## src/verilog/tw_slave_cfg.svh

```systemverilog
// offsets, field positions, reset values and timing counts of the two-wire unit
`ifndef TW_SLAVE_CFG_SVH
`define TW_SLAVE_CFG_SVH
`define OFS_CTRL      8'h00
`define OFS_STAT      8'h04
`define OFS_DATA      8'h08
`define OFS_ADDR      8'h0c
`define CB_FLAG       7
`define CB_ACKEN      6
`define CB_START      5
`define CB_STOP       4
`define CB_WC         3
`define CB_EN         2
`define CB_IE         0
`define RST_ADDR      8'h00
`define RST_DATA      8'hff
`define SC_START      5'h01
`define SC_SLA_ACK    5'h03
`define SC_SLA_NACK   5'h04
`define SC_DAT_ACK    5'h05
`define SC_DAT_NACK   5'h06
`define SC_OWN_ADDR   5'h0c
`define SC_GEN_CALL   5'h0e
`define SC_NONE       5'h1f
`define CLK_MHZ       100
`define SCL_HALF_NS   5000
`define SCL_HALF_CYC  (`SCL_HALF_NS * `CLK_MHZ / 1000)
`endif

```

## src/verilog/tw_slave_pkg.sv

```systemverilog
// types of the two-wire unit
package tw_slave_pkg;
   typedef enum logic [6:0] {
      ST_IDLE  = 7'b0000001,
      ST_START = 7'b0000010,
      ST_BIT   = 7'b0000100,
      ST_HOLD  = 7'b0001000,
      ST_STOP  = 7'b0010000,
      ST_SLV   = 7'b0100000,
      ST_SACK  = 7'b1000000
   } tw_state_t;
endpackage : tw_slave_pkg

```

## src/verilog/two_wire_unit.sv

```systemverilog
// two-wire unit: apb registers, master transmit engine, own address match
`timescale 1ns/1ps
`include "tw_slave_cfg.svh"
module two_wire_unit
   import tw_slave_pkg::*;
(
   input  wire logic        ref_clk,
   input  wire logic        sys_rst,
   input  wire logic        psel,
   input  wire logic        penable,
   input  wire logic        pwrite,
   input  wire logic [7:0]  paddr,
   input  wire logic [31:0] pwdata,
   output logic      [31:0] prdata,
   output wire logic        pready,
   output wire logic        pslverr,
   input  wire logic        global_irq_enable,
   output wire logic        irq,
   input  wire logic        scl_in,
   output wire logic        scl_out,
   output wire logic        scl_oe,
   input  wire logic        sda_in,
   output wire logic        sda_out,
   output wire logic        sda_oe
);
   localparam logic [9:0] HALF = 10'(`SCL_HALF_CYC - 1);

   function automatic logic addr_hit(input logic [7:0] rx, input logic [7:0] oar);
      addr_hit = (rx[7:1] == oar[7:1]) || (rx[7:1] == 7'h00 && oar[0]);
   endfunction : addr_hit

   tw_state_t   state;
   logic [7:0]  own_slave_address;
   logic [7:0]  bus_data_register;
   logic [4:0]  status_code_field;
   logic [4:0]  pend_code;
   logic [1:0]  prescale;
   logic        flag, ack_en, start_request, stop_request, wcol, enable, completion_irq_enable;
   logic        scl_m, scl_s, scl_d, sda_m, sda_s, sda_d;
   logic        busy, ph, addr_phase, mst, gc_seen, scl_drv, sda_drv;
   logic [9:0]  cnt;
   logic [3:0]  bitn;
   logic [7:0]  shreg;

   ////////////////////////////////////////////////////////////////////////////
   // apb decode
   wire wr       = psel & penable & pwrite;
   wire sel_ctrl = paddr == `OFS_CTRL;
   wire sel_stat = paddr == `OFS_STAT;
   wire sel_data = paddr == `OFS_DATA;
   wire sel_addr = paddr == `OFS_ADDR;
   wire hit      = sel_ctrl | sel_stat | sel_data | sel_addr;
   wire wr_ctrl  = wr & sel_ctrl;
   wire wr_data  = wr & sel_data;
   wire clr_flag = wr_ctrl & pwdata[`CB_FLAG];
   wire [7:0] ctrl_rd = {flag, ack_en, start_request, stop_request, wcol, enable, 1'b0,
                         completion_irq_enable};
   wire [7:0] stat_rd = {status_code_field, 1'b0, prescale};
   wire [7:0] rd_mux  = sel_ctrl ? ctrl_rd : sel_stat ? stat_rd :
                        sel_data ? bus_data_register : sel_addr ? own_slave_address : 8'h00;
   assign pready  = 1'b1;
   assign pslverr = psel & penable & ~hit;

   // read data captured in the setup cycle so the access phase needs no wait
   always_ff @(posedge ref_clk or posedge sys_rst) begin
      if (sys_rst) prdata <= 32'h0000_0000;
      else if (psel & ~penable) prdata <= {24'h00_0000, rd_mux};
   end

   ////////////////////////////////////////////////////////////////////////////
   // pin synchronisers and bus condition detection
   always_ff @(posedge ref_clk or posedge sys_rst) begin
      if (sys_rst) {scl_m, scl_s, scl_d, sda_m, sda_s, sda_d} <= 6'h3f;
      else {scl_m, scl_s, scl_d, sda_m, sda_s, sda_d} <=
         {scl_in, scl_m, scl_s, sda_in, sda_m, sda_s};
   end
   wire scl_rise  = scl_s & ~scl_d;
   wire scl_fall  = ~scl_s & scl_d;
   wire start_det = scl_s & scl_d & sda_d & ~sda_s;
   wire stop_det  = scl_s & scl_d & ~sda_d & sda_s;

   always_ff @(posedge ref_clk or posedge sys_rst) begin
      if (sys_rst) busy <= 1'b0;
      else busy <= enable & (start_det | (busy & ~stop_det));
   end

   ////////////////////////////////////////////////////////////////////////////
   // events
   wire stretch  = (state == ST_BIT) & ph & ~scl_s;
   wire tick     = (cnt == 10'h000) & ~stretch;
   wire rx_match = addr_hit(shreg, own_slave_address);
   wire ev_start = (state == ST_START) & ph & tick;
   wire ev_byte  = (state == ST_BIT) & ph & tick & (bitn == 4'h8);
   wire ev_stop  = (state == ST_STOP) & ph & tick;
   wire ev_saddr = (state == ST_SACK) & scl_fall;
   wire set_flag = ev_start | ev_byte | ev_saddr;
   wire acked    = ~sda_s;
   wire [4:0] set_code = ev_start ? `SC_START :
                         ev_saddr ? (gc_seen ? `SC_GEN_CALL : `SC_OWN_ADDR) :
                         addr_phase ? (acked ? `SC_SLA_ACK : `SC_SLA_NACK) :
                         (acked ? `SC_DAT_ACK : `SC_DAT_NACK);

   ////////////////////////////////////////////////////////////////////////////
   // completion flag and status; a hardware set wins over a software clear
   always_ff @(posedge ref_clk or posedge sys_rst) begin
      if (sys_rst) begin
         flag      <= 1'b0;
         pend_code <= `SC_NONE;
      end else begin
         flag <= set_flag | (flag & ~clr_flag);
         if (set_flag) pend_code <= set_code;
      end
   end

   always_ff @(posedge ref_clk or posedge sys_rst) begin
      if (sys_rst) status_code_field <= `SC_NONE;
      else status_code_field <= flag ? pend_code : `SC_NONE;
   end

   assign irq = flag & completion_irq_enable & global_irq_enable;

   ////////////////////////////////////////////////////////////////////////////
   // control, address and data registers
   wire leave_hold = (state == ST_HOLD) & ~flag;
   always_ff @(posedge ref_clk or posedge sys_rst) begin
      if (sys_rst) begin
         {ack_en, start_request, stop_request, enable, completion_irq_enable} <= 5'h00;
         prescale <= 2'h0;
         own_slave_address <= `RST_ADDR;
      end else begin
         if (ev_start) start_request <= 1'b0;
         if (ev_stop | (leave_hold & ~mst)) stop_request <= 1'b0;
         if (wr_ctrl) begin
            ack_en                <= pwdata[`CB_ACKEN];
            start_request         <= pwdata[`CB_START];
            stop_request          <= pwdata[`CB_STOP];
            enable                <= pwdata[`CB_EN];
            completion_irq_enable <= pwdata[`CB_IE];
         end
         if (wr & sel_stat) prescale <= pwdata[1:0];
         if (wr & sel_addr) own_slave_address <= pwdata[7:0];
      end
   end

   // data is only writable while the completion flag is set; otherwise a collision
   always_ff @(posedge ref_clk or posedge sys_rst) begin
      if (sys_rst) begin
         bus_data_register <= `RST_DATA;
         wcol              <= 1'b0;
      end else begin
         if (wr_data) wcol <= ~flag;
         if (wr_data & flag) bus_data_register <= pwdata[7:0];
         else if (ev_saddr) bus_data_register <= shreg;
      end
   end

   ////////////////////////////////////////////////////////////////////////////
   // bus engine
   always_ff @(posedge ref_clk or posedge sys_rst) begin
      if (sys_rst) begin
         state <= ST_IDLE;
         {ph, addr_phase, mst, gc_seen, scl_drv, sda_drv} <= 6'h00;
         cnt   <= 10'h000;
         bitn  <= 4'h0;
         shreg <= 8'h00;
      end else begin
         if (cnt != 10'h000 && !stretch) cnt <= cnt - 10'h001;
         if (!enable) begin
            state <= ST_IDLE;
            {mst, scl_drv, sda_drv} <= 3'h0;
         end else begin
            case (state)
               ST_IDLE: begin
                  {scl_drv, sda_drv} <= 2'h0;
                  if (start_request && !busy && !flag) begin
                     state <= ST_START;
                     ph    <= 1'b0;
                     cnt   <= HALF;
                  end else if (start_det) begin
                     state <= ST_SLV;
                     bitn  <= 4'h0;
                  end
               end
               ST_START: if (tick) begin
                  cnt <= HALF;
                  if (!ph) begin
                     ph      <= 1'b1;
                     sda_drv <= 1'b1;
                  end else begin
                     state      <= ST_HOLD;
                     scl_drv    <= 1'b1;
                     mst        <= 1'b1;
                     addr_phase <= 1'b1;
                  end
               end
               ST_HOLD: begin
                  scl_drv <= 1'b1;
                  if (!flag) begin
                     cnt <= HALF;
                     ph  <= 1'b0;
                     if (!mst) begin
                        state   <= ST_IDLE;
                        scl_drv <= 1'b0;
                     end else if (stop_request) begin
                        state   <= ST_STOP;
                        sda_drv <= 1'b1;
                     end else if (start_request) begin
                        state   <= ST_START;
                        scl_drv <= 1'b0;
                        sda_drv <= 1'b0;
                     end else begin
                        state   <= ST_BIT;
                        shreg   <= bus_data_register;
                        sda_drv <= ~bus_data_register[7];
                        bitn    <= 4'h0;
                     end
                  end
               end
               ST_BIT: if (tick) begin
                  cnt <= HALF;
                  if (!ph) begin
                     ph      <= 1'b1;
                     scl_drv <= 1'b0;
                  end else if (bitn == 4'h8) begin
                     // cleared only after the event, so the first byte reports address codes
                     state      <= ST_HOLD;
                     scl_drv    <= 1'b1;
                     addr_phase <= 1'b0;
                  end else begin
                     ph         <= 1'b0;
                     scl_drv    <= 1'b1;
                     bitn       <= bitn + 4'h1;
                     shreg      <= {shreg[6:0], 1'b0};
                     sda_drv    <= (bitn == 4'h7) ? 1'b0 : ~shreg[6];
                  end
               end
               ST_STOP: if (tick) begin
                  cnt <= HALF;
                  if (!ph) begin
                     ph      <= 1'b1;
                     scl_drv <= 1'b0;
                  end else begin
                     state   <= ST_IDLE;
                     sda_drv <= 1'b0;
                     mst     <= 1'b0;
                  end
               end
               ST_SLV: begin
                  if (stop_det) state <= ST_IDLE;
                  else if (scl_rise && bitn != 4'h8) begin
                     shreg <= {shreg[6:0], sda_s};
                     bitn  <= bitn + 4'h1;
                  end else if (scl_fall && bitn == 4'h8) begin
                     // no acknowledge when not addressed, so other slaves keep the bus
                     if (rx_match && ack_en) begin
                        state   <= ST_SACK;
                        sda_drv <= 1'b1;
                        gc_seen <= shreg[7:1] == 7'h00;
                     end else state <= ST_IDLE;
                  end
               end
               ST_SACK: if (scl_fall) begin
                  state   <= ST_HOLD;
                  sda_drv <= 1'b0;
                  scl_drv <= 1'b1;
               end
               default: state <= ST_IDLE;
            endcase
         end
      end
   end

   assign scl_out = 1'b0;
   assign sda_out = 1'b0;
   assign scl_oe  = scl_drv;
   assign sda_oe  = sda_drv;
endmodule : two_wire_unit

```

## config.mk

```make
export PLATFORM = sky130hd
export DESIGN_NAME = two_wire_unit
export DESIGN_NICKNAME = d
export VERILOG_FILES = /design/src/verilog/tw_slave_pkg.sv /design/src/verilog/two_wire_unit.sv
export VERILOG_INCLUDE_DIRS = /design/src /design/src/verilog
export SDC_FILE = /design/constraint.sdc
export NUM_CORES = 1
export LEC_CHECK = 0
export ABC_AREA = 1
export BUFFER_PORTS_ARGS = -buffer_cell sky130_fd_sc_hd__buf_4
export CELL_PAD_IN_SITES_DETAIL_PLACEMENT = 1
export CELL_PAD_IN_SITES_GLOBAL_PLACEMENT = 2
export CORE_MARGIN = 2
export CORE_UTILIZATION = 25
export DETAILED_ROUTE_END_ITERATION = 12
export PLACE_DENSITY = 0.62
export SLEW_MARGIN = 25
export SYNTH_ARGS = -nofsm -noshare
export SYNTH_HDL_FRONTEND = slang
export SYNTH_SLANG_ARGS = --single-unit
```

## constraint.sdc

```tcl
create_clock -name ref_clk -period 3.05 [get_ports ref_clk]
set_input_delay 0.1525 -clock ref_clk [delete_from_list [all_inputs] [get_ports ref_clk]]
set_output_delay 0.1525 -clock ref_clk [all_outputs]
set_load 0.01 [all_outputs]
```

# [Yosys cells after proc, flatten, opt, wreduce, memory -nomap -nowiden]
# Cells that the tools add are included.
[word_totals] reg_bits=85 input_bits=48 out_inout_bits=39
[classes] reduce_logical=33 bitwise_logic=56 mux=110 n_addsub=2 eq_ne=53
[ops] cell="8-bit 2-to-1 mux" count=15
[ops] cell="7-bit 2-to-1 mux" count=16
[ops] cell="4-bit 2-to-1 mux" count=13
[ops] cell="10-bit 2-to-1 mux" count=5
[ops] cell="7-bit case mux with 7 select lines" count=1
[ops] cell="3-bit inequality test, second input constant" count=16
[ops] cell="1-bit 2-to-1 mux" count=44
[ops] cell="1-bit bitwise AND" count=34
[ops] cell="10-bit case mux with 3 select lines" count=1
[ops] cell="2-bit inequality test, second input constant" count=14
[ops] cell="8-bit case mux with 3 select lines" count=1
[ops] cell="8-bit by 4-bit == test with 1-bit output, second input constant" count=2
[ops] cell="4-bit inequality test, second input constant" count=4
[ops] cell="4-bit case mux with 4 select lines" count=1
[ops] cell="5-bit 2-to-1 mux" count=3
[ops] cell="15-bit AND reduction" count=1
[ops] cell="1-bit inverter" count=14
[ops] cell="7-bit AND reduction" count=2
[ops] cell="13-bit AND reduction" count=1
[ops] cell="12-bit AND reduction" count=1
[ops] cell="6-bit AND reduction" count=2
[ops] cell="11-bit AND reduction" count=1
[ops] cell="10-bit zero test" count=1
[ops] cell="10-bit nonzero test" count=1
[ops] cell="36 further kinds" count=60

# [Logic depth before layout (Yosys ltp)]
# Gate-level depths: netlist of run 1.
[depth] depth_word=10 ltp_mapped=13 ltp_nobuf=13

# [Least setup slack after synthesis of run 1]
# No wires, ideal clock.
[synth_timing] path_kind="register -> register" from="register cnt[0]" to="register shreg[7]" path_buffers=1 arrival_time_ps=1620 stages_incl_launch_ff=12 slack_ps=1356 required_ps=2976 path_cell_list="dfrtp_1 inv_1 ha_1 nand3_1 nor3_2 nand2_2 nand2_2 nand3_4 nor2_4 buf_6 nand2_2 o21ai_2"
[synth_via] elab_chain_cells=4
[synth_lines] item="from (decl)" line="two_wire_unit.sv:41" rtl="logic [9:0] cnt;"
[synth_lines] item="from (signal assigned)" line="two_wire_unit.sv:167" rtl="if (cnt != 10'h000 && !stretch) cnt <= cnt - 10'h001;"
[synth_lines] item="10-bit zero test" line="two_wire_unit.sv:90" rtl="wire tick = (cnt == 10'h000) & ~stretch;"
[synth_lines] item="1-bit bitwise AND" line="two_wire_unit.sv:90"
[synth_lines] item="2-bit inequality test (no line)"
[synth_lines] item="11-bit AND reduction (no line)"
[synth_lines] item="to (signal assigned)" line="two_wire_unit.sv:213" rtl="shreg <= bus_data_register;"
[synth_lines] item="to (signal assigned)" line="two_wire_unit.sv:233" rtl="shreg <= {shreg[6:0], 1'b0};"
[synth_lines] item="to (signal assigned)" line="two_wire_unit.sv:251" rtl="shreg <= {shreg[6:0], sda_s};"
[synth_lines] item="to (decl)" line="two_wire_unit.sv:43" rtl="logic [7:0] shreg;"
# Every way passes these cells.
# A chain may end at the register's enable or synchronous reset.

# [Worst setup path in the final report of run 1]
[layout_timing] from="register cnt[0]" to="register shreg[3]"
# Same word-level chain as after synthesis.

==> summary.txt, run 1 <==
Drt
  • Avg WL per Cell: approximately 16 µm
  • DRC violations left: 0
  • Vias per inst: 4.439
  • Iteration-0 DRC Markers: 207
  • Post-DRT Antenna Nets: 0
  • Drt pass-1 iters: 4
  • Post-Route WL: between 15 and 20 mm
  • Via count: 4426

Pwr
  • Power Total: around 2.8 mW
  • Leak pwr: approximately 3.0 nW
  • VDD IR-drop max: around 0.25 mV
  • PD cells: 479.4 nW/µm²

Global route
  • Number of global-route vias before repair: between 4000 and 5000
  • Gr usage total: 15.31%
  • Initial antenna violation count: 0
  • Pin count of the biggest net entering global routing: 45
  • First-pass GRT wire length: approximately 26 mm
  • GRT Residual Overflow: 0

Logic synthesis
  • Seq/Total Area, Yosys: about two fifths
  • Syn_area_per_cell: between 7 and 8 µm²
  • Synth Instances: 684
  • Mapped Area: 5142 µm²
  • Synth Register Bits: 85
  • Yosys top cell area share: about 30%
  • Post-synth top area cell: dfrtp_1
  • Top cells by area, synth: dfrtp_1, nand2_1, dfstp_2
  • Yosys Warn Count: 0
  • Synth cell types: 46

Timing
  • Max Clk Rate: 473.2 MHz
  • RSZ-0062 raised after global routing: no
  • Hold_ws: slightly below 0.04 ns
  • Slew Limit Headroom: 40.71%
  • Least-Margin Pin Slew: roughly 0.9 ns
  • Slew Limit Fails: 0
  • Fin crit share: 69.29%
  • Layout Skew: 0.007038 ns
  • Final hold violation count: 0
  • Final Setup Violations: 0
  • Final Critical Period: around 2.1 ns
  • Final setup TNS: 0 ns

Clocking
  • Clock Latency Late Sink: roughly 0.35 ns
  • CTS sink cnt: between 80 and 90
  • Worst-path clk slew: approximately 0.07 ns
  • CTS tree: done
  • CTS root buffer: clkbuf_16
  • Bufs on Longest Clock Path: 2
  • H-tree depth: 3
  • Resized cells post-CTS: 0
  • Num CTS Buffers: 9

Critical path
  • Worst EP required: 3.33 ns
  • Worst setup EP type: flop
  • Critical Path Most Common Cell: nand2_2
  • Worst setup SP type: flop
  • Critical path data arrival time: between 2 and 2.5 ns
  • Worst path bufs/invs: 1
  • CP Cell Sequence: inv_1 > ha_1 > nand3_1 > nor3_2 > nand2_2 > nand2_2 > nand3_4 > nor2_4 > nand2_1 > o21ai_2
  • CP top delay family: simple AND/OR/NAND/NOR gates
  • Max incr delay on CP: 0.40 ns
  • Critical path's slowest cell: dfrtp_1
  • Worst Path Max Fanout: 14
  • Critical path class: flop to flop

Floorplan
  • Placeable Area: between 20000 and 25000 µm²
  • # IOs: 87
  • Die height: 147.4 µm
  • Starting density of the core: between 20 and 30%
  • Die area: 21730 µm²
  • Die Width: between 100 and 150 µm
  • Number of core rows: 52

Placed design
  • PortBufs: 35
  • Dpl cell area: between 5000 and 6000 µm²
  • Routability cong.: around 0.8
  • Post-DP HPWL: between 10 and 15 mm

Run status
  • Status: complete, no violations

Finish
  • Post-route cell area: about 5900 µm²
  • Number of diodes: 0
  • Fill cells: 2500
  • Fin nets: a little under 800
  • Layout cell share with drive strength beyond 1: between 15 and 20%
  • Area delta synth->final: 15.52%
  • Commonest non-fill, non-tap cells in the layout: nand2_1, inv_1, dfrtp_1, o21ai_0, nor2_1
  • Commonest non-fill, non-tap cell in the layout: nand2_1

Hold path
  • Class of the worst hold path: input port to flop

Flow run
  • Max_cap viols: 0
[where the power goes]
part           switching [mW]  internal [mW]  leakage (nW)
Sequential             0.0644           1.21          1.07
Combinational           0.250          0.146          1.80
Clock                   0.488          0.685         0.149
[tightest hold or removal path, stage by stage]
cell and delay (ns):
buf_4 0.08, o21ai_0 0.07, inv_1 0.05
[synth_stat cells (all sizes together)]
cell type  instances
o211ai            17
a211oi             1
nor2              66
nor4               2
o21ai             64
a31oi              1
a21oi             19
nand2            201
nand4             10
dfrtp             60
o22ai              2
nand3             50
buf               34
or2                1
xnor2              2
o2111ai            1
clkbuf             5
ha                 4
dfstp             25
conb               2
clkinv             2
xor2               5
and3               1
o21bai             1
nand3b             3
inv               94
o21a               1
nor3              10
[path summary, 6_finish.rpt]
check | startpoint | end | slack (ns) | cells after the start
setup / recovery | cnt[0]$_DFF_PP0_ | shreg[3]$_DFFE_PP0P_ | 0.94 | 10
hold / removal | pwdata[1] | bus_data_register[1]$_DFFE_PP1P_ | 0.04 | 3
setup reg to reg | cnt[0]$_DFF_PP0_ | shreg[3]$_DFFE_PP0P_ | 0.94 | 10
hold reg to reg | sda_m$_DFF_PP1_ | sda_s$_DFF_PP1_ | 0.36 | 0
max in group asynchronous | sys_rst | scl_d$_DFF_PP1_ | 1.72 | 4
min in group asynchronous | sys_rst | cnt[4]$_DFF_PP0_ | 0.53 | 3
[area by class of cell]
class | count | area (µm²) | share of cell area (%)
Inverter | 96 | 366.6 | 6.171
Clock buffer | 12 | 256.5 | 4.318
Sequential cell | 85 | 2158 | 36.33
Multi-Input combinational cell | 489 | 2439 | 41.05
Tap cell | 270 | 337.8 | 5.687
Clock inverter | 4 | 55.05 | 0.9267
Timing Repair Buffer | 41 | 327.8 | 5.518
[kinds of logic after synthesis]
logic type | after synthesis | share of synthesized area (%)
and+or+nand+nor | 344 | 31.02
adders and majority gates | 4 | 0.9733
AOI/OAI and AO/OA | 107 | 12.26
xor gates and xnor gates | 7 | 1.192
buffers and inverters | 135 | 12.43
DFF | 85 | 41.97
other | 2 | 0.1460
[metal layers]
layer  GRT usage [%]  routed length (µm)
met5               0                   0
met4           3.942                 195
met3           2.747                 354
met2           26.73                7751
met1           19.63                7450
[registers in the layout, indices dropped and copies added, names as in the netlist, 2 cells and up]
name               cells
bitn                   4
bus_data_register      8
cnt                   10
own_slave_address      8
pend_code              5
prdata                 8
prescale               2
shreg                  8
state                  7
status_code_field      5
[repair_timing]
item,4_1_cts,5_1_grt
hold buffers,3,0
setup buffers,0,0
hold endpoints to repair,14,0
[stage by stage]
step	std cells	utilization, %	setup slack, ns
6_report	997	29.36	0.9367
5_1_grt	997	29.36	0.6708
4_1_cts	997	29.36	0.8778
3_5_place_dp	978	27.67	0.9162
3_3_place_gp	978	27.67	0.9267
2_1_floorplan	709	-	0.7454
(Power assumes the default switching activity.)
==> run 2, diff against run 1 <==
- clock period: 3.05 -> 2.1 ns (I/O delays scaled with it)
==> summary.txt, run 2 (synthesized netlist as in run 1, its figures left out) <==
Timing
  • Max Clk Rate: 522.4 MHz (was 473.2 MHz)
  • Final worst slack: 0.1857 ns (was 0.9367 ns)
  • Fin crit share: 91.16% (was 69.29%)
  • Layout Skew: 0.008822 ns (was 0.007038 ns)
  • Final hold violation count: 0 (unchanged)
  • Slew Limit Fails: 0 (unchanged)
  • Final setup TNS: 0 ns (unchanged)
  • RSZ-0062 raised after global routing: no (unchanged)
  • Final Critical Period: 1.914 ns (was 2.113 ns)
  • Final Setup Violations: 0 (unchanged)
  • Hold_ws: 0.02652 ns (was 0.03922 ns)

Clocking
  • Bufs on Longest Clock Path: 2 (unchanged)
  • H-tree depth: 3 (unchanged)
  • Clock Latency Late Sink: 0.36 ns (was 0.35 ns)
  • Worst-path clk slew: 0.07 ns (about the same)
  • CTS tree: done (unchanged)
  • Num CTS Buffers: 9 (unchanged)
  • CTS root buffer: clkbuf_16 (unchanged)
  • CTS sink cnt: 85 (unchanged)

Floorplan
  • Die height: 147.4 µm (unchanged)
  • Placeable Area: 20230 µm² (unchanged)
  • Number of core rows: 52 (unchanged)
  • Die area: 21730 µm² (unchanged)
  • # IOs: 87 (unchanged)
  • Starting density of the core: 25.41% (unchanged)
  • Die Width: 147.4 µm (unchanged)

Finish
  • Post-route cell area: 6266 µm² (was 5941 µm²)
  • Commonest non-fill, non-tap cell in the layout: nand2_1 (unchanged)
  • Area delta synth->final: 21.85% (was 15.52%)
  • Layout cell share with drive strength beyond 1: 20.40% (was 17.47%)
  • Commonest non-fill, non-tap cells in the layout: nand2_1, inv_1, dfrtp_1, buf_4, o21ai_0 (was nand2_1, inv_1, dfrtp_1, o21ai_0, nor2_1)
  • Biggest register: cnt (unchanged)
  • Fill cells: 2459 (was 2500)
  • Number of diodes: 0 (unchanged)
  • Fin nets: 802 (was 774)
  • Largest register FFs: 10 (unchanged)

Placed design
  • Place WS: 0.04612 ns (was 0.9162 ns)
  • PortBufs: 35 (unchanged)
  • Dpl cell area: 5757 µm² (was 5599 µm²)
  • Routability cong.: 0.8180 (was 0.7948)
  • Post-DP HPWL: 12.53 mm (was 12.04 mm)

Hold path
  • Hold path startpoint: pwdata[7] (was pwdata[1])
  • Class of the worst hold path: input port to flop (unchanged)

Drt
  • Iteration-0 DRC Markers: 169 (was 207)
  • Avg WL per Cell: 15.69 µm (was 15.80 µm)
  • DRC violations left: 0 (unchanged)
  • Vias per inst: 4.418 (was 4.439)
  • Post-DRT Antenna Nets: 0 (unchanged)
  • Post-Route WL: 16.08 mm (was 15.75 mm)
  • Drt pass-1 iters: 4 (unchanged)
  • Via count: 4528 (was 4426)

Global route
  • Number of global-route vias before repair: 4769 (was 4764)
  • Gr usage total: 15.44% (was 15.31%)
  • GRT Residual Overflow: 0 (unchanged)
  • First-pass GRT wire length: 26.03 mm (was 25.94 mm)
  • Initial antenna violation count: 0 (unchanged)
  • Pin count of the biggest net entering global routing: 34 (was 45)

Critical path
  • Worst setup EP type: flop (unchanged)
  • CP Cell Sequence: nor2_4 > nand2_2 > nor2_4 > buf_4 > o21ai_2 > nand2_1 > nor2_2 > o21ai_2 > nor2_4 > buf_12 > nand2_1 > o21ai_2 (was inv_1 > ha_1 > nand3_1 > nor3_2 > nand2_2 > nand2_2 > nand3_4 > nor2_4 > nand2_1 > o21ai_2)
  • Critical path data arrival time: 2.16 ns (was 2.40 ns)
  • Worst setup SP type: flop (unchanged)
  • Worst path bufs/invs: 2 (was 1)
  • Critical path class: flop to flop (unchanged)
  • Worst Path Max Fanout: 14 (unchanged)
  • Worst Setup SP: state[2]$_DFFE_PP0P_ (was cnt[0]$_DFF_PP0_)
  • Reg2reg start: state[2]$_DFFE_PP0P_ (was cnt[0]$_DFF_PP0_)
  • Critical path's slowest cell: dfrtp_1 (unchanged)
  • Worst EP required: 2.35 ns (was 3.33 ns)
  • Max incr delay on CP: 0.43 ns (was 0.40 ns)
  • CP top delay family: simple AND/OR/NAND/NOR gates (unchanged)

Pwr
  • Leak pwr: 3.184 nW (was 3.012 nW)
  • VDD IR-drop max: 0.3522 mV (was 0.2518 mV)
  • PD cells: 705.0 nW/µm² (was 479.4 nW/µm²)

Run status
  • Status: complete, no violations (unchanged)

Flow run
  • Max_cap viols: 0 (unchanged)
-- run 2: changes by cell type in the layout (fill, tap and decap cells not counted), sizes merged --
cell and delta:
buf +22, bufinv +2, clkbuf -3, clkinv -2
dlygate4sd3 +6, inv +3
-- run 2: final timing paths --
| check | slack (ns) | cells past startpoint | to |
|---|---|---|---|
| setup / recovery | 0.19 | 12 | shreg[3]$_DFFE_PP0P_ |
| hold / removal | 0.03 | 3 | bus_data_register[7]$_DFFE_PP1P_ |
| setup reg to reg | 0.19 | 12 | shreg[3]$_DFFE_PP0P_ |
| hold reg to reg | 0.36 | 0 | scl_s$_DFF_PP1_ |
| max in group asynchronous | 1.13 | 4 | bus_data_register[4]$_DFFE_PP1P_ |
| min in group asynchronous | 0.31 | 3 | prdata[4]$_DFFE_PP0P_ |
-- run 2: where the power goes --
group          internal [mW]  switching, mW
clock                   1.18          0.754
combinational          0.240          0.389
sequential              1.76         0.0900
-- run 2: cell type report --
type,count,area [µm²],area share [%]
clock buffer,9,225.2,3.594
clock inverter,7,125.1,1.997
inverter,96,369.1,5.891
multi-input combinational,489,2485,39.66
sequential,85,2158,34.44
tap,270,337.8,5.391
timing repair buffer,69,565.5,9.026
-- run 2: per-stage QoR --
step,utilization (%),instances,power [mW]
6_report,30.97,1025,4.417
5_1_grt,30.97,1025,4.652
4_1_cts,30.63,1022,4.494
3_5_place_dp,28.45,997,2.497
3_3_place_gp,28.45,997,2.471
2_1_floorplan,-,709,2.319
-- run 2: metal layers --
metal	global-route usage (%)	part of all wire, %	vias up
li1	-	-	2259
met1	20.17	46	2189
met2	26.03	49	58
met3	2.778	2.8	22
met4	4.904	1.9	0
met5	0	0	-
-- run 2: what timing repair did --
action / 4_1_cts / 5_1_grt
hold endpoints to repair: 14 / 0
buffers inserted: 0 / 3
hold buffers: 9 / 0
setup endpoints to repair: 0 / 19
resized for setup: 0 / 11
-- run 2: worst register-to-register path, cell delays in order (launching register included) --
cell and delay, ns:
dfrtp_1 0.43, nor2_4 0.16, nand2_2 0.13, nor2_4 0.27, buf_4 0.17, o21ai_2 0.05, nand2_1 0.07, nor2_2 0.05
o21ai_2 0.12, nor2_4 0.08, buf_12 0.16, nand2_1 0.08, o21ai_2 0.05
==> run 3, diff against run 2 <==
- MAX_ROUTING_LAYER: unset -> met4
==> summary.txt, run 3 (synthesized netlist as in run 1, its figures left out) <==
Pwr
  • Switching part of the total: 27.93% (was 27.90%)
  • Clock power share: 43.8% (about the same)
  • VDD IR-drop max: 0.3519 mV (was 0.3522 mV)
  • Power Total: 4.419 mW (was 4.417 mW)
  • PD cells: 705.3 nW/µm² (was 705.0 nW/µm²)
  • Int Pwr: 3.185 mW (about the same)
  • Logic pwr share: 14.2% (about the same)
  • Reg power frac: 41.9% (was 42.0%)
  • Leak pwr: 3.184 nW (unchanged)
  • P_sw: 1.234 mW (was 1.232 mW)

Timing
  • Fin crit share: 90.93% (was 91.16%)
  • Final Setup Violations: 0 (unchanged)
  • Final setup TNS: 0 ns (unchanged)
  • RSZ-0062 raised after global routing: no (unchanged)
  • Slew Limit Fails: 0 (unchanged)
  • Layout Skew: 0.008656 ns (was 0.008822 ns)
  • Final hold violation count: 0 (unchanged)
  • Final Critical Period: 1.910 ns (was 1.914 ns)
  • Max Clk Rate: 523.7 MHz (was 522.4 MHz)

Placed design
  • Post-DP HPWL: 12.53 mm (unchanged)
  • PortBufs: 35 (unchanged)
  • Placed insts: 997 (unchanged)
  • Routability cong.: 0.8326 (was 0.8180)

Critical path
  • Critical path class: flop to flop (unchanged)
  • Worst setup SP type: flop (unchanged)
  • Reg2reg path depth: 12 (unchanged)
  • Worst Path Max Fanout: 14 (unchanged)
  • Worst setup EP type: flop (unchanged)
  • Critical path data arrival time: 2.16 ns (about the same)
  • Worst EP required: 2.35 ns (about the same)

Finish
  • Commonest non-fill, non-tap cell in the layout: nand2_1 (unchanged)
  • Final std cells w/o fill: 1025 (unchanged)
  • Fin nets: 802 (unchanged)
  • Number of diodes: 0 (unchanged)
  • Layout cell share with drive strength beyond 1: 20.40% (unchanged)
  • Commonest non-fill, non-tap cells in the layout: nand2_1, inv_1, dfrtp_1, buf_4, o21ai_0 (unchanged)
  • Largest register FFs: 10 (unchanged)
  • Area delta synth->final: 21.85% (unchanged)
  • Biggest register: cnt (unchanged)

Floorplan
  • Placeable Area: 20230 µm² (unchanged)
  • Starting density of the core: 25.41% (unchanged)
  • Die height: 147.4 µm (unchanged)
  • Die Width: 147.4 µm (unchanged)
  • Die area: 21730 µm² (unchanged)
  • # IOs: 87 (unchanged)
  • Number of core rows: 52 (unchanged)

Hold path
  • WHS Path Cells: 3 (unchanged)
  • Class of the worst hold path: input port to flop (unchanged)

Drt
  • Via count: 4515 (was 4528)
  • Avg WL per Cell: 15.62 µm (was 15.69 µm)
  • DRC violations left: 0 (unchanged)
  • Drt pass-1 iters: 4 (unchanged)
  • Post-Route WL: 16.01 mm (was 16.08 mm)
  • Post-DRT Antenna Nets: 0 (unchanged)
  • Vias per inst: 4.405 (was 4.418)
  • Iteration-0 DRC Markers: 132 (was 169)

Clocking
  • Clock Latency Late Sink: 0.36 ns (about the same)
  • Worst-path clk slew: 0.07 ns (about the same)
  • CTS tree: done (unchanged)
  • Bufs on Longest Clock Path: 2 (unchanged)
  • H-tree depth: 3 (unchanged)
  • Num CTS Buffers: 9 (unchanged)
  • CTS root buffer: clkbuf_16 (unchanged)
  • CTS sink cnt: 85 (unchanged)

Global route
  • Number of global-route vias before repair: 4769 (unchanged)
  • Gr usage total: 15.88% (was 15.44%)
  • Initial antenna violation count: 0 (unchanged)
  • Pin count of the biggest net entering global routing: 34 (unchanged)
  • First-pass GRT wire length: 26.01 mm (was 26.03 mm)
  • GRT Residual Overflow: 0 (unchanged)

Run status
  • Status: complete, no violations (unchanged)

Flow run
  • Max_cap viols: 0 (unchanged)
run 3: critical path: stages, from the launching register on:
cell,delay [ns]
dfrtp_1,0.43
nor2_4,0.16
nand2_2,0.13
nor2_4,0.26
buf_4,0.16
o21ai_2,0.05
nand2_1,0.07
nor2_2,0.05
o21ai_2,0.12
nor2_4,0.08
buf_12,0.16
nand2_1,0.07
o21ai_2,0.05
run 3: timing repair:
item,CTS,global route
gates resized for setup,0,11
hold buffers,9,0
endpoints found under the setup margin,0,19
buffers inserted,0,3
endpoints found under the hold margin,14,0
run 3: path summary, 6_finish.rpt:
path,start,end,slack (ns)
max reg2reg,state[2]$_DFFE_PP0P_,shreg[3]$_DFFE_PP0P_,0.19
max,state[2]$_DFFE_PP0P_,shreg[3]$_DFFE_PP0P_,0.19
min in group asynchronous,sys_rst,prdata[4]$_DFFE_PP0P_,0.31
min reg2reg,scl_m$_DFF_PP1_,scl_s$_DFF_PP1_,0.36
min,pwdata[7],bus_data_register[7]$_DFFE_PP1P_,0.02
max in group asynchronous,sys_rst,bus_data_register[4]$_DFFE_PP1P_,1.13
run 3: routing by layer:
layer	vias up	GRT usage, %	part of all wire [%]
met5	-	-	0
met1	2176	20.11	47
li1	2259	-	-
met4	0	4.904	1.9
met3	24	2.747	2.6
met2	56	26.05	49
run 3: layout make-up:
class | count | area, µm²
inverter | 96 | 369.1
fill | 2459 | 13970
tap | 270 | 337.8
timing repair buffer | 69 | 565.5
sequential | 85 | 2158
clock buffer | 9 | 225.2
multi-input combinational | 489 | 2485
clock inverter | 7 | 125.1
run 3: power by group through the flow:
stage	Combinational, mW	Sequential (mW)	Clock (mW)
6_report	0.629	1.85	1.94
2_1_floorplan	0.462	1.86	0
5_1_grt	0.728	1.87	2.05
3_5_place_dp	0.612	1.88	0
3_3_place_gp	0.588	1.88	0
4_1_cts	0.630	1.86	2.01
run 3: metrics by stage:
step	area (µm²)	setup slack, ns	hold WS [ns]	utilization, %
5_1_grt	6266	0.0002212	0.04066	30.97
2_1_floorplan	5240	0.4060	0.1095	-
3_3_place_gp	5757	0.1367	0.1336	28.45
6_report	6266	0.1904	0.02295	30.97
3_5_place_dp	5757	0.04612	0.1409	28.45
4_1_cts	6197	0.03262	0.008551	30.63
